## src/logic/tocr_pkg.sv

```systemverilog
/*
 * Shared constants and types for the temperature offset and configuration
 * register block: register word indices, field positions, reset values, codes.
 * Assumes a 32-bit APB bus with 8-bit registers held in the low byte.
 */
package tocr_pkg;

    // register word indices; the bus byte address is four times the index
    localparam logic [7:0]  IDX_LOCAL_OFFSET   = 8'h71;
    localparam logic [7:0]  IDX_REMOTE2_OFFSET = 8'h72;
    localparam logic [7:0]  IDX_MEAS_CONFIG2   = 8'h73;
    localparam logic [7:0]  IDX_CHAN_SELECT    = 8'h55;
    localparam logic [7:0]  IDX_DUTY_CH1       = 8'h30;
    localparam logic [7:0]  IDX_DUTY_CH2       = 8'h31;
    localparam logic [7:0]  IDX_DUTY_CH3       = 8'h32;
    localparam logic [7:0]  IDX_LOCK_CTRL      = 8'h40;
    localparam logic [7:0]  IDX_TEMP_RESULT    = 8'h25;

    // configuration two, channel select and lock control field positions
    localparam int CFG2_DETECT_EN_BIT  = 0;
    localparam int CFG2_FOUND_LO_BIT   = 1;
    localparam int CFG2_AVG_DIS_BIT    = 4;
    localparam int CFG2_INPUT_ATTENUATOR_BYPASS_BIT       = 5;
    localparam int CFG2_SINGLE_BIT     = 6;
    localparam int CFG2_SHUTDOWN_CONTROL_BIT       = 7;
    localparam int CHSEL_LO_BIT        = 5;
    localparam int LOCK_BIT            = 0;
    localparam int INV_BIT             = 1;

    // reset values, and the duty value read back in shutdown
    localparam logic [7:0] OFFSET_RESET   = 8'h00;
    localparam logic [7:0] CONFIG2_RESET  = 8'h00;
    localparam logic [7:0] CHSEL_RESET    = 8'h00;
    localparam logic [7:0] DUTY_RESET     = 8'h00;
    localparam logic [7:0] DUTY_SHUTDOWN_CONTROL_READ = 8'h00;
    localparam logic [4:0] CHEN_ALL       = 5'h1f;

    // single-channel select codes
    typedef enum logic [2:0] {
        CH_RSVD0   = 3'b000,
        CH_CORE    = 3'b001,
        CH_MAIN    = 3'b010,
        CH_RSVD3   = 3'b011,
        CH_RSVD4   = 3'b100,
        CH_REMOTE1 = 3'b101,
        CH_LOCAL   = 3'b110,
        CH_REMOTE2 = 3'b111
    } tocr_chan_type;

    // one-hot channel enables for the converter sequencer
    localparam int NUM_SINGLE_CHANNEL_MODE_CH = 5;

endpackage

```

## src/logic/tocr_apb_if.sv

```systemverilog
/*
 * Internal carrier between the register front and the offset adder.
 * Assumes both ends run on pclk.
 */
`timescale 1ns/1ps
interface tocr_apb_if;
    logic signed [7:0] offset;
    logic        [7:0] raw_temp;
    logic              raw_valid;
    logic        [7:0] corr_temp;
    logic              corr_valid;
    modport regs  (output offset, output raw_temp, output raw_valid,
                   input corr_temp, input corr_valid);
    modport adder (input offset, input raw_temp, input raw_valid,
                   output corr_temp, output corr_valid);
endinterface

```

## src/logic/tocr_offset_add.sv

```systemverilog
/*
 * Applies a signed half-degree offset to a raw temperature code before it
 * is stored, with saturation. Assumes raw code is offset-binary, 0.5 C lsb.
 */
`timescale 1ns/1ps
module tocr_offset_add
(
    input  wire logic  pclk,
    input  wire logic  presetn,
    tocr_apb_if.adder  link
);
    import tocr_pkg::*;

    typedef struct packed {
        logic [7:0] corr;
        logic       vld;
    } tocr_add_state_type;

    tocr_add_state_type s_q;
    tocr_add_state_type s_d;
    logic signed [9:0]  sum;

    // sign-extended add, clamped so wrap never flips hot into cold
    always_comb
    begin
        sum = $signed({2'b00, link.raw_temp}) + 10'(link.offset);
        s_d = s_q;
        s_d.vld = link.raw_valid;
        if (link.raw_valid)
        begin
            if (sum < 0)
                s_d.corr = 8'h00;
            else if (sum > 10'sd255)
                s_d.corr = 8'hff;
            else
                s_d.corr = sum[7:0];
        end
    end

    always_ff @(posedge pclk or negedge presetn)
    begin
        if (!presetn)
            s_q <= '0;
        else
            s_q <= s_d;
    end

    assign link.corr_temp  = s_q.corr;
    assign link.corr_valid = s_q.vld;
endmodule

```

## src/logic/tocr_regs.sv

```systemverilog
/*
 * APB register bank: local and remote-2 temperature offsets, configuration
 * two with fan detect, averaging, attenuator, single-channel and shutdown.
 * Assumes the converter supplies raw readings with a channel tag and fan
 * presence arrives from pins in another domain (synchronised here).
 */
// Added by the designer: the APB register port.
`timescale 1ns/1ps
module tocr_regs
(
    input  wire logic                   pclk,
    input  wire logic                   presetn,
    input  wire logic                   psel,
    input  wire logic                   penable,
    input  wire logic                   pwrite,
    input  wire logic [9:0]             paddr,
    input  wire logic [31:0]            pwdata,
    output logic      [31:0]            prdata,
    output logic                        pready,
    output logic                        pslverr,
    input  wire logic [2:0]             four_wire_sense,
    input  wire logic [7:0]             raw_temp,
    input  wire logic                   raw_valid,
    input  wire tocr_pkg::tocr_chan_type raw_chan,
    input  wire logic [2:0]             fan_pwm_raw,
    output logic      [2:0]             fan_drive,
    output logic                        averaging_disable,
    output logic                        input_attenuator_bypass,
    output logic                        single_channel_mode,
    output logic      [4:0]             single_channel_mode_chan_enable,
    output logic      [7:0]             local_temp_q,
    output logic      [7:0]             remote2_temp_q
);
    import tocr_pkg::*;

    typedef struct packed {
        logic [7:0]  loc_off;
        logic [7:0]  rem2_off;
        logic [7:0]  cfg2;
        logic [7:0]  chsel;
        logic [2:0]  duty_src;
        logic [23:0] duty;
        logic        lock;
        logic        drive_polarity_invert;
        logic [2:0]  sense_m;
        logic [2:0]  sense_s;
        logic [31:0] rdata;
        logic        ready;
        logic        err;
        logic [2:0]  drive;
        logic [4:0]  chen;
        logic [7:0]  loc_t;
        logic [7:0]  rem2_t;
        logic [2:0]  pend_chan;
    } tocr_state_type;

    tocr_state_type s_q;
    tocr_state_type s_d;
    logic [7:0]     widx;
    logic           mapped;
    logic           acc;
    logic           done;
    logic           wr;
    logic           rd;

    tocr_apb_if     add_link ();

    // decodes an address into a mapped flag, shared by read and write paths
    function automatic logic is_mapped(input logic [7:0] a);
        is_mapped = (a == IDX_LOCAL_OFFSET) || (a == IDX_REMOTE2_OFFSET) ||
                    (a == IDX_MEAS_CONFIG2) || (a == IDX_CHAN_SELECT) ||
                    (a == IDX_DUTY_CH1) || (a == IDX_DUTY_CH2) ||
                    (a == IDX_DUTY_CH3) || (a == IDX_LOCK_CTRL) ||
                    (a == IDX_TEMP_RESULT);
    endfunction

    // channel code to sequencer enable; reserved codes enable nothing
    function automatic logic [4:0] chan_decode(input logic [2:0] c);
        case (c)
            CH_CORE:    chan_decode = 5'h01;
            CH_MAIN:    chan_decode = 5'h02;
            CH_REMOTE1: chan_decode = 5'h04;
            CH_LOCAL:   chan_decode = 5'h08;
            CH_REMOTE2: chan_decode = 5'h10;
            default:    chan_decode = 5'h00;
        endcase
    endfunction

    // registers sit on aligned words; a write lands only on the pready edge
    assign widx   = paddr[9:2];
    assign mapped = is_mapped(widx) && (paddr[1:0] == 2'b00);
    assign acc    = psel && penable && !s_q.ready;
    assign done   = psel && penable && s_q.ready;
    assign wr     = done && pwrite && mapped;
    assign rd     = acc && !pwrite && mapped;

    // offset adder sees the offset of whichever channel is arriving
    assign add_link.offset    = (raw_chan == CH_LOCAL) ? s_q.loc_off : s_q.rem2_off;
    assign add_link.raw_temp  = raw_temp;
    assign add_link.raw_valid = raw_valid &&
                                (raw_chan == CH_LOCAL || raw_chan == CH_REMOTE2);

    tocr_offset_add u_add
    (
        .pclk    (pclk),
        .presetn (presetn),
        .link    (add_link)
    );

    // next-state logic for bus slave, registers and control outputs
    always_comb
    begin
        s_d = s_q;
        s_d.sense_m = four_wire_sense;
        s_d.sense_s = s_q.sense_m;
        s_d.ready = acc;
        s_d.err = acc && !mapped;
        s_d.rdata = 32'h0000_0000;
        // found bits are refreshed only while detection is enabled
        if (s_q.cfg2[CFG2_DETECT_EN_BIT])
            s_d.cfg2[3:1] = s_q.sense_s;
        if (wr)
        begin
            case (widx)
                IDX_LOCAL_OFFSET:
                    if (!s_q.lock) s_d.loc_off = pwdata[7:0];
                IDX_REMOTE2_OFFSET:
                    if (!s_q.lock) s_d.rem2_off = pwdata[7:0];
                IDX_MEAS_CONFIG2:
                begin
                    s_d.cfg2[CFG2_DETECT_EN_BIT] = pwdata[CFG2_DETECT_EN_BIT];
                    s_d.cfg2[7:4] = pwdata[7:4];
                end
                IDX_CHAN_SELECT:  s_d.chsel = pwdata[7:0];
                IDX_DUTY_CH1:     s_d.duty[7:0] = pwdata[7:0];
                IDX_DUTY_CH2:     s_d.duty[15:8] = pwdata[7:0];
                IDX_DUTY_CH3:     s_d.duty[23:16] = pwdata[7:0];
                // lock is sticky until reset
                IDX_LOCK_CTRL:
                begin
                    s_d.lock = s_q.lock | pwdata[LOCK_BIT];
                    s_d.drive_polarity_invert = pwdata[INV_BIT];
                end
                default: ;
            endcase
        end
        if (rd)
        begin
            case (widx)
                IDX_LOCAL_OFFSET:   s_d.rdata = {24'h0, s_q.loc_off};
                IDX_REMOTE2_OFFSET: s_d.rdata = {24'h0, s_q.rem2_off};
                IDX_MEAS_CONFIG2:   s_d.rdata = {24'h0, s_q.cfg2};
                IDX_CHAN_SELECT:    s_d.rdata = {24'h0, s_q.chsel};
                IDX_DUTY_CH1:       s_d.rdata = {24'h0, s_q.cfg2[CFG2_SHUTDOWN_CONTROL_BIT] ?
                                                 DUTY_SHUTDOWN_CONTROL_READ : s_q.duty[7:0]};
                IDX_DUTY_CH2:       s_d.rdata = {24'h0, s_q.cfg2[CFG2_SHUTDOWN_CONTROL_BIT] ?
                                                 DUTY_SHUTDOWN_CONTROL_READ : s_q.duty[15:8]};
                IDX_DUTY_CH3:       s_d.rdata = {24'h0, s_q.cfg2[CFG2_SHUTDOWN_CONTROL_BIT] ?
                                                 DUTY_SHUTDOWN_CONTROL_READ : s_q.duty[23:16]};
                IDX_LOCK_CTRL:      s_d.rdata = {30'h0, s_q.drive_polarity_invert, s_q.lock};
                IDX_TEMP_RESULT:    s_d.rdata = {16'h0, s_q.rem2_t, s_q.loc_t};
                default:            s_d.rdata = 32'h0000_0000;
            endcase
        end
        // shutdown holds every fan at its off level
        if (s_q.cfg2[CFG2_SHUTDOWN_CONTROL_BIT])
            s_d.drive = {3{s_q.drive_polarity_invert}};
        else
            s_d.drive = fan_pwm_raw ^ {3{s_q.drive_polarity_invert}};
        // single-channel mode restricts sequencer to the chosen input
        if (s_q.cfg2[CFG2_SINGLE_BIT])
            s_d.chen = chan_decode(s_q.chsel[7:CHSEL_LO_BIT]);
        else
            s_d.chen = CHEN_ALL;
        // corrected readings are stored two cycles after the raw sample
        s_d.pend_chan = raw_chan;
        if (add_link.corr_valid)
        begin
            if (s_q.pend_chan == CH_LOCAL)
                s_d.loc_t = add_link.corr_temp;
            else
                s_d.rem2_t = add_link.corr_temp;
        end
    end

    always_ff @(posedge pclk or negedge presetn)
    begin
        if (!presetn)
        begin
            s_q <= '0;
            s_q.loc_off <= OFFSET_RESET;
            s_q.rem2_off <= OFFSET_RESET;
            s_q.cfg2 <= CONFIG2_RESET;
            s_q.chsel <= CHSEL_RESET;
            s_q.duty <= {3{DUTY_RESET}};
            s_q.chen <= CHEN_ALL;
        end
        else
            s_q <= s_d;
    end

    assign prdata                  = s_q.rdata;
    assign pready                  = s_q.ready;
    assign pslverr                 = s_q.err;
    assign fan_drive               = s_q.drive;
    assign averaging_disable       = s_q.cfg2[CFG2_AVG_DIS_BIT];
    assign input_attenuator_bypass = s_q.cfg2[CFG2_INPUT_ATTENUATOR_BYPASS_BIT];
    assign single_channel_mode     = s_q.cfg2[CFG2_SINGLE_BIT];
    assign single_channel_mode_chan_enable        = s_q.chen;
    assign local_temp_q            = s_q.loc_t;
    assign remote2_temp_q          = s_q.rem2_t;
endmodule

```

## config.mk

```make
export PLATFORM = sky130hd
export DESIGN_NAME = tocr_regs
export DESIGN_NICKNAME = d
export VERILOG_FILES = /design/src/logic/tocr_pkg.sv /design/src/logic/tocr_apb_if.sv /design/src/logic/tocr_offset_add.sv /design/src/logic/tocr_regs.sv
export SDC_FILE = /design/constraint.sdc
export NUM_CORES = 1
export LEC_CHECK = 0
export CAP_MARGIN = 20
export CELL_PAD_IN_SITES_DETAIL_PLACEMENT = 0
export CELL_PAD_IN_SITES_GLOBAL_PLACEMENT = 1
export CORE_ASPECT_RATIO = 0.6
export CORE_MARGIN = 2
export CORE_UTILIZATION = 28
export CTS_CLUSTER_SIZE = 16
export DETAILED_ROUTE_END_ITERATION = 6
export DONT_BUFFER_PORTS = 1
export PLACE_DENSITY = 0.59
export SETUP_SLACK_MARGIN = 0.1
export SLEW_MARGIN = 0
export SYNTH_ARGS = -nofsm -noshare
export SYNTH_HDL_FRONTEND = slang
export SYNTH_HIERARCHICAL = 1
export SYNTH_SLANG_ARGS = --single-unit
```

## constraint.sdc

```tcl
create_clock -name pclk -period 3.05 [get_ports pclk]
set_input_delay 0.305 -clock pclk [delete_from_list [all_inputs] [get_ports pclk]]
set_output_delay 0.305 -clock pclk [all_outputs]
set_load 0.03 [all_outputs]
```

**Word level (Yosys, flattened, before mapping)**

Cells that the tools add are included.

- Memory bits (writable): 0
- Memory bits (read-only): 0
- Memories kept: 0
- Bits in registers: 134
- Bits in latches: 0

- Bitwise gates (word level): 4
- Multipliers: 0
- Mux-type cells: 11
- Shift-type cells: 0
- Reductions and logical operators: 33
- Eq/ne operators: 17
- Divide/modulo/power cells: 0
- $add $sub $neg: 1
- Order comparisons: 2

Operators by type and width:

| cell | count |
|---|---|
| $pmux W16 S9 | 1 |
| $mux W8 | 6 |
| $eq A8 B7 Y1 const B | 5 |
| $eq A8 B6 Y1 const B | 4 |
| $pmux W5 S5 | 1 |
| $eq A3 B3 Y1 const B | 6 |
| $mux W16 | 1 |
| $reduce_and A2 Y1 | 8 |
| $add A9 B8 Y10 | 1 |
| $gt A10 B9 Y1 const B | 1 |
| $logic_and A1 B1 Y1 | 10 |
| $lt A10 B1 Y1 const B | 1 |
| $logic_or A1 B1 Y1 | 9 |
| $reduce_and A3 Y1 | 2 |
| $mux W5 | 1 |
| $eq A3 B1 Y1 const B | 1 |
| $eq A3 B2 Y1 const B | 1 |
| $logic_not A1 Y1 | 3 |
| $mux W3 | 1 |
| $xor A3 B3 Y3 | 1 |
| $logic_not A2 Y1 | 1 |
| $not A1 Y1 | 2 |
| $or A1 B1 Y1 | 1 |

**Logic depth before layout (Yosys ltp)**

- Depth after elaboration: 12
- Mapped depth: 11
- Gate-level depth less buffers: 10

**By module**

The synthesis kept the hierarchy.

By module, submodules not included:

| module | area each (um^2) | cells an instance | instances | seq. area each (um^2) |
|---|---|---|---|---|
| tocr_regs | 5112.4 | 391 | 1 | 2733.9 |
| tocr_offset_add | 849.6 | 81 | 1 | 225.2 |

**Least setup slack after synthesis**

OpenSTA, ideal clock, no wires.

- Path type: in2reg
- Start: in raw_chan[0]
- End: reg u_add.s_q, in the netlist u_add/link.corr_temp[0]
- Data required time: 2.951 ns
- Stages on the path: 11
- Path buffers: 1
- Arrival time: 2.690 ns
- Path slack: 0.261 ns
- Path through: nand3b_1 -> mux2_2 -> ha_1 -> inv_1 -> fa_1 -> nor2b_1 -> o21bai_1 -> a311oi_1 -> o2bb2a_4 -> buf_6 -> a311oi_1

- Longest elaborated chain between the ends: 6

RTL lines:

| what | line | RTL |
|---|---|---|
| from (decl) | tocr_regs.sv:24 | `input wire tocr_pkg::tocr_chan_type raw_chan,` |
| $eq A3 B3 Y1 (*) | tocr_regs.sv:98 | `assign add_link.offset = (raw_chan == CH_LOCAL) ? s_q.loc_off : s_q.rem2_off;` |
| $mux W8 (*) | tocr_regs.sv:98 |  |
| named net add_link.offset[0] | tocr_apb_if.sv:7 | `logic signed [7:0] offset;` |
| $add A9 B8 Y10 (*) | tocr_offset_add.sv:26 | `sum = $signed({2'b00, link.raw_temp}) + 10'(link.offset);` |
| $gt A10 B9 Y1 | tocr_offset_add.sv:33 | `else if (sum > 10'sd255)` |
| $mux W8 | tocr_offset_add.sv:33 |  |
| $mux W8 (*) | tocr_offset_add.sv:31 | `if (sum < 0)` |
| to (signal assigned) | tocr_offset_add.sv:43 | `s_q <= '0;` |
| to (signal assigned) | tocr_offset_add.sv:45 | `s_q <= s_d;` |
| to (decl) | tocr_offset_add.sv:19 | `tocr_add_state_type s_q;` |

The timed path passes the listed nets; every way through them passes the cells marked *.
A chain may end at the register's enable or synchronous reset.

**Final worst setup path**

- Start: in raw_chan[0]
- End: reg u_add.s_q, in the netlist u_add/link.corr_temp[1]

Same word-level chain as after synthesis.

==> metrics.yaml <==
syn_avg_cell_area_um2: 12.6
synth_common_cells: "113 x dfrtp_1, 84 x mux2_2, 59 x buf_4, 18 x nor2_1, 17 x nand2_1"
worst_slew_pin_slew_ns: 0.757
drc: 0
finalClockSkew_ns: 0.00937
grt_util_all_layers: 0.136
firstDrtPassIters: 4
synth_area_leaders: "dfrtp_1 47%, mux2_2 16%, buf_4 7.4%"
io_pins: 126
ant_nets: 0
synth-seq-cells: 118
synth_top_area_frac: 0.474
start_kind: "primary input"
grt_pass1_wl_mm: 21.9
dp_hpwl_mm: 10.8
initial_core_util: 0.285
place_congestion: 0.800
max_slew_margin: 0.492
yosys_warnings: 6
power_density_nw_per_um2: 639
ff2ff_setup_slack_ns: 0.55
grt_remaining_overflow: 0
core_area_um2: 20900
clock_sinks: 118
antenna_found_initial: 1
cts.clk_slew.worst_paths_ns: 0.06
die_w_um: 192
async_flop_share: 1.00
synth_edf_count: 0
crit_end: "u_add/link.corr_temp[1]"
num_vias: 3547
drv_cap: 0
via_per_inst: 4.75
synthMostInstantiatedCell: "dfrtp_1"
area_delta_synth_final_pct: 11.5
io_buffers: 0
synth_ff_type: "dfrtp_1"
status: "finished with violations"
critical_path_arrival_ns: 2.84
tns_ns: 0
drv_slew: 0
whs_ns: -0.419
cts-resized-gates: 0
cts_buffers: 17
syn_area_um2: 5960
synth_top_area_cell: "dfrtp_1"
cts_hold_buf: 6
r2r-start: "s_q[120]"
cts_tree: "yes"
netlist_instances: 472
clkLatencyLatePin_ns: 0.42
rsz0062_at_grt: "no"
crit_path_end_kind: "register"
cp_max_fo: 7
cts_root_buffer: "clkbuf_16"
cts_setup_buffers: 0
final-hold-violation-count: 118
hold_path.class: "primary input to async pin"
p_leak_nw: 2.98
h-tree-depth: 4
timing.fmax_mhz: 396
chipHeight_um: 117
worstRegToRegCells: 9
final_core_utilization: 0.318
setup_viol: 0
period_minus_slack_ns: 2.53
worstSetupPathType: "primary input to register"
vdd_drop_max_v: 0.000276
synth.distinct_cells: 69
r2r-end: "u_add/link.corr_temp[1]"
rows: 41
grt_pass1_vias: 3600
wire_per_inst_um: 19.7
startpoint: "raw_chan[0]"
routed_wl_mm: 14.7
period_share: 0.829
clockBufferDepth: 2
violations: "negative hold slack"
crit_required_ns: 3.36
first_iter_violations: 294
synth_seq_area_share: 0.496
grt_max_degree: 119
drive_above_1_share: 0.330
dieArea_um2: 22500
final_nets: 528
flip-flops by register name, summed over array words and instances (netlist names):
register                         flops
s_q                                 61
prdata                              16
local_temp_q                         8
remote2_temp_q                       8
u_add/link.corr_temp                 8
single_channel_mode_chan_enable      5
fan_drive                            3
s_d                                  3
averaging_disable                    1
input_attenuator_bypass              1
pready                               1
pslverr                              1
single_channel_mode                  1
u_add/link.corr_valid                1
layer usage:
metal / track usage / wire length, um / vias up / part of all wire
met5: 0 / 0 / - / 0
met4: 0.0453 / 161 / 0 / 0.011
met3: 0.0638 / 1470 / 15 / 0.10
met2: 0.178 / 5810 / 104 / 0.40
met1: 0.193 / 7230 / 1815 / 0.49
li1: - / - / 1613 / -
where the power goes:
group | internal (mW) | switching [mW]
Sequential | 1.66 | 0.228
Clock | 1.45 | 0.728
Combinational | 0.0903 | 0.0940
Total | 3.20 | 1.05
cell type report:
cell class / instances / area [um^2]
Multi-Input combinational cell: 291 / 2520
Clock inverter: 8 / 146
Antenna cell: 1 / 2.50
Clock buffer: 24 / 492
Sequential cell: 118 / 2960
Inverter: 8 / 30.0
Fill cell: 2075 / 14300
Timing Repair Buffer: 17 / 143
Tap cell: 279 / 349
critical path, cell delays in order:
cell and delay, ns:
nand3b_1 0.33, mux2_2 0.33, ha_1 0.16, inv_1 0.06
fa_1 0.46, nor2b_1 0.24, o21bai_1 0.13, a311oi_1 0.32
o2bb2a_4 0.22, a311oi_1 0.26
through the flow:
stage          area, um^2  power, mW  std cells  worst slack (ns)
2_1_floorplan        6020       2.14        487             0.261
3_3_place_gp         5950       2.09        707             0.142
3_5_place_dp         5950       2.09        707             0.105
4_1_cts              6640       4.29        745             0.525
5_1_grt              6640       4.39        745             0.386
6_report             6650       4.25        746             0.522
worst min-delay path by stage:
stage / from / endpoint / slack (ns)
4_1_cts: presetn / fan_drive[2] / -0.43
3_3_place_gp: presetn / fan_drive[0] / 0.01
5_1_grt: presetn / fan_drive[0] / -0.44
2_1_floorplan: presetn / averaging_disable / 0.009
3_5_place_dp: presetn / fan_drive[2] / 0.01
6_report: presetn / fan_drive[0] / -0.42
layout by cell type, fill, tap and decap left out, drive strengths merged, types with 4 or more instances in the layout:
cell type    instances
o21ai               10
inv                  8
mux2                84
nand2b               6
buf                 11
ha                   9
dlygate4sd3          6
mux2i                9
dfrtp              113
a22o                 8
xnor2                8
nand2               19
a31oi                9
clkbuf              24
nor2                19
o2bb2ai              5
dfstp                5
bufinv               4
and3                10
nand3                5
nor2b                4
a22oi               14
a311oi               8
nor3                 8
conb                16
kinds of logic after synthesis:
logic type	after synthesis	share of synthesized area
AO/OA/AOI/OAI	75	0.107
other	1	0.000629
buffers and inverters	78	0.0896
adder cells (fa/ha/maj)	10	0.0222
XOR/XNOR	9	0.0132
flip-flops	118	0.496
multiplexers	93	0.174
AND/OR/NAND/NOR	88	0.0967
No activity file was read; power rests on OpenSTA's default activity.
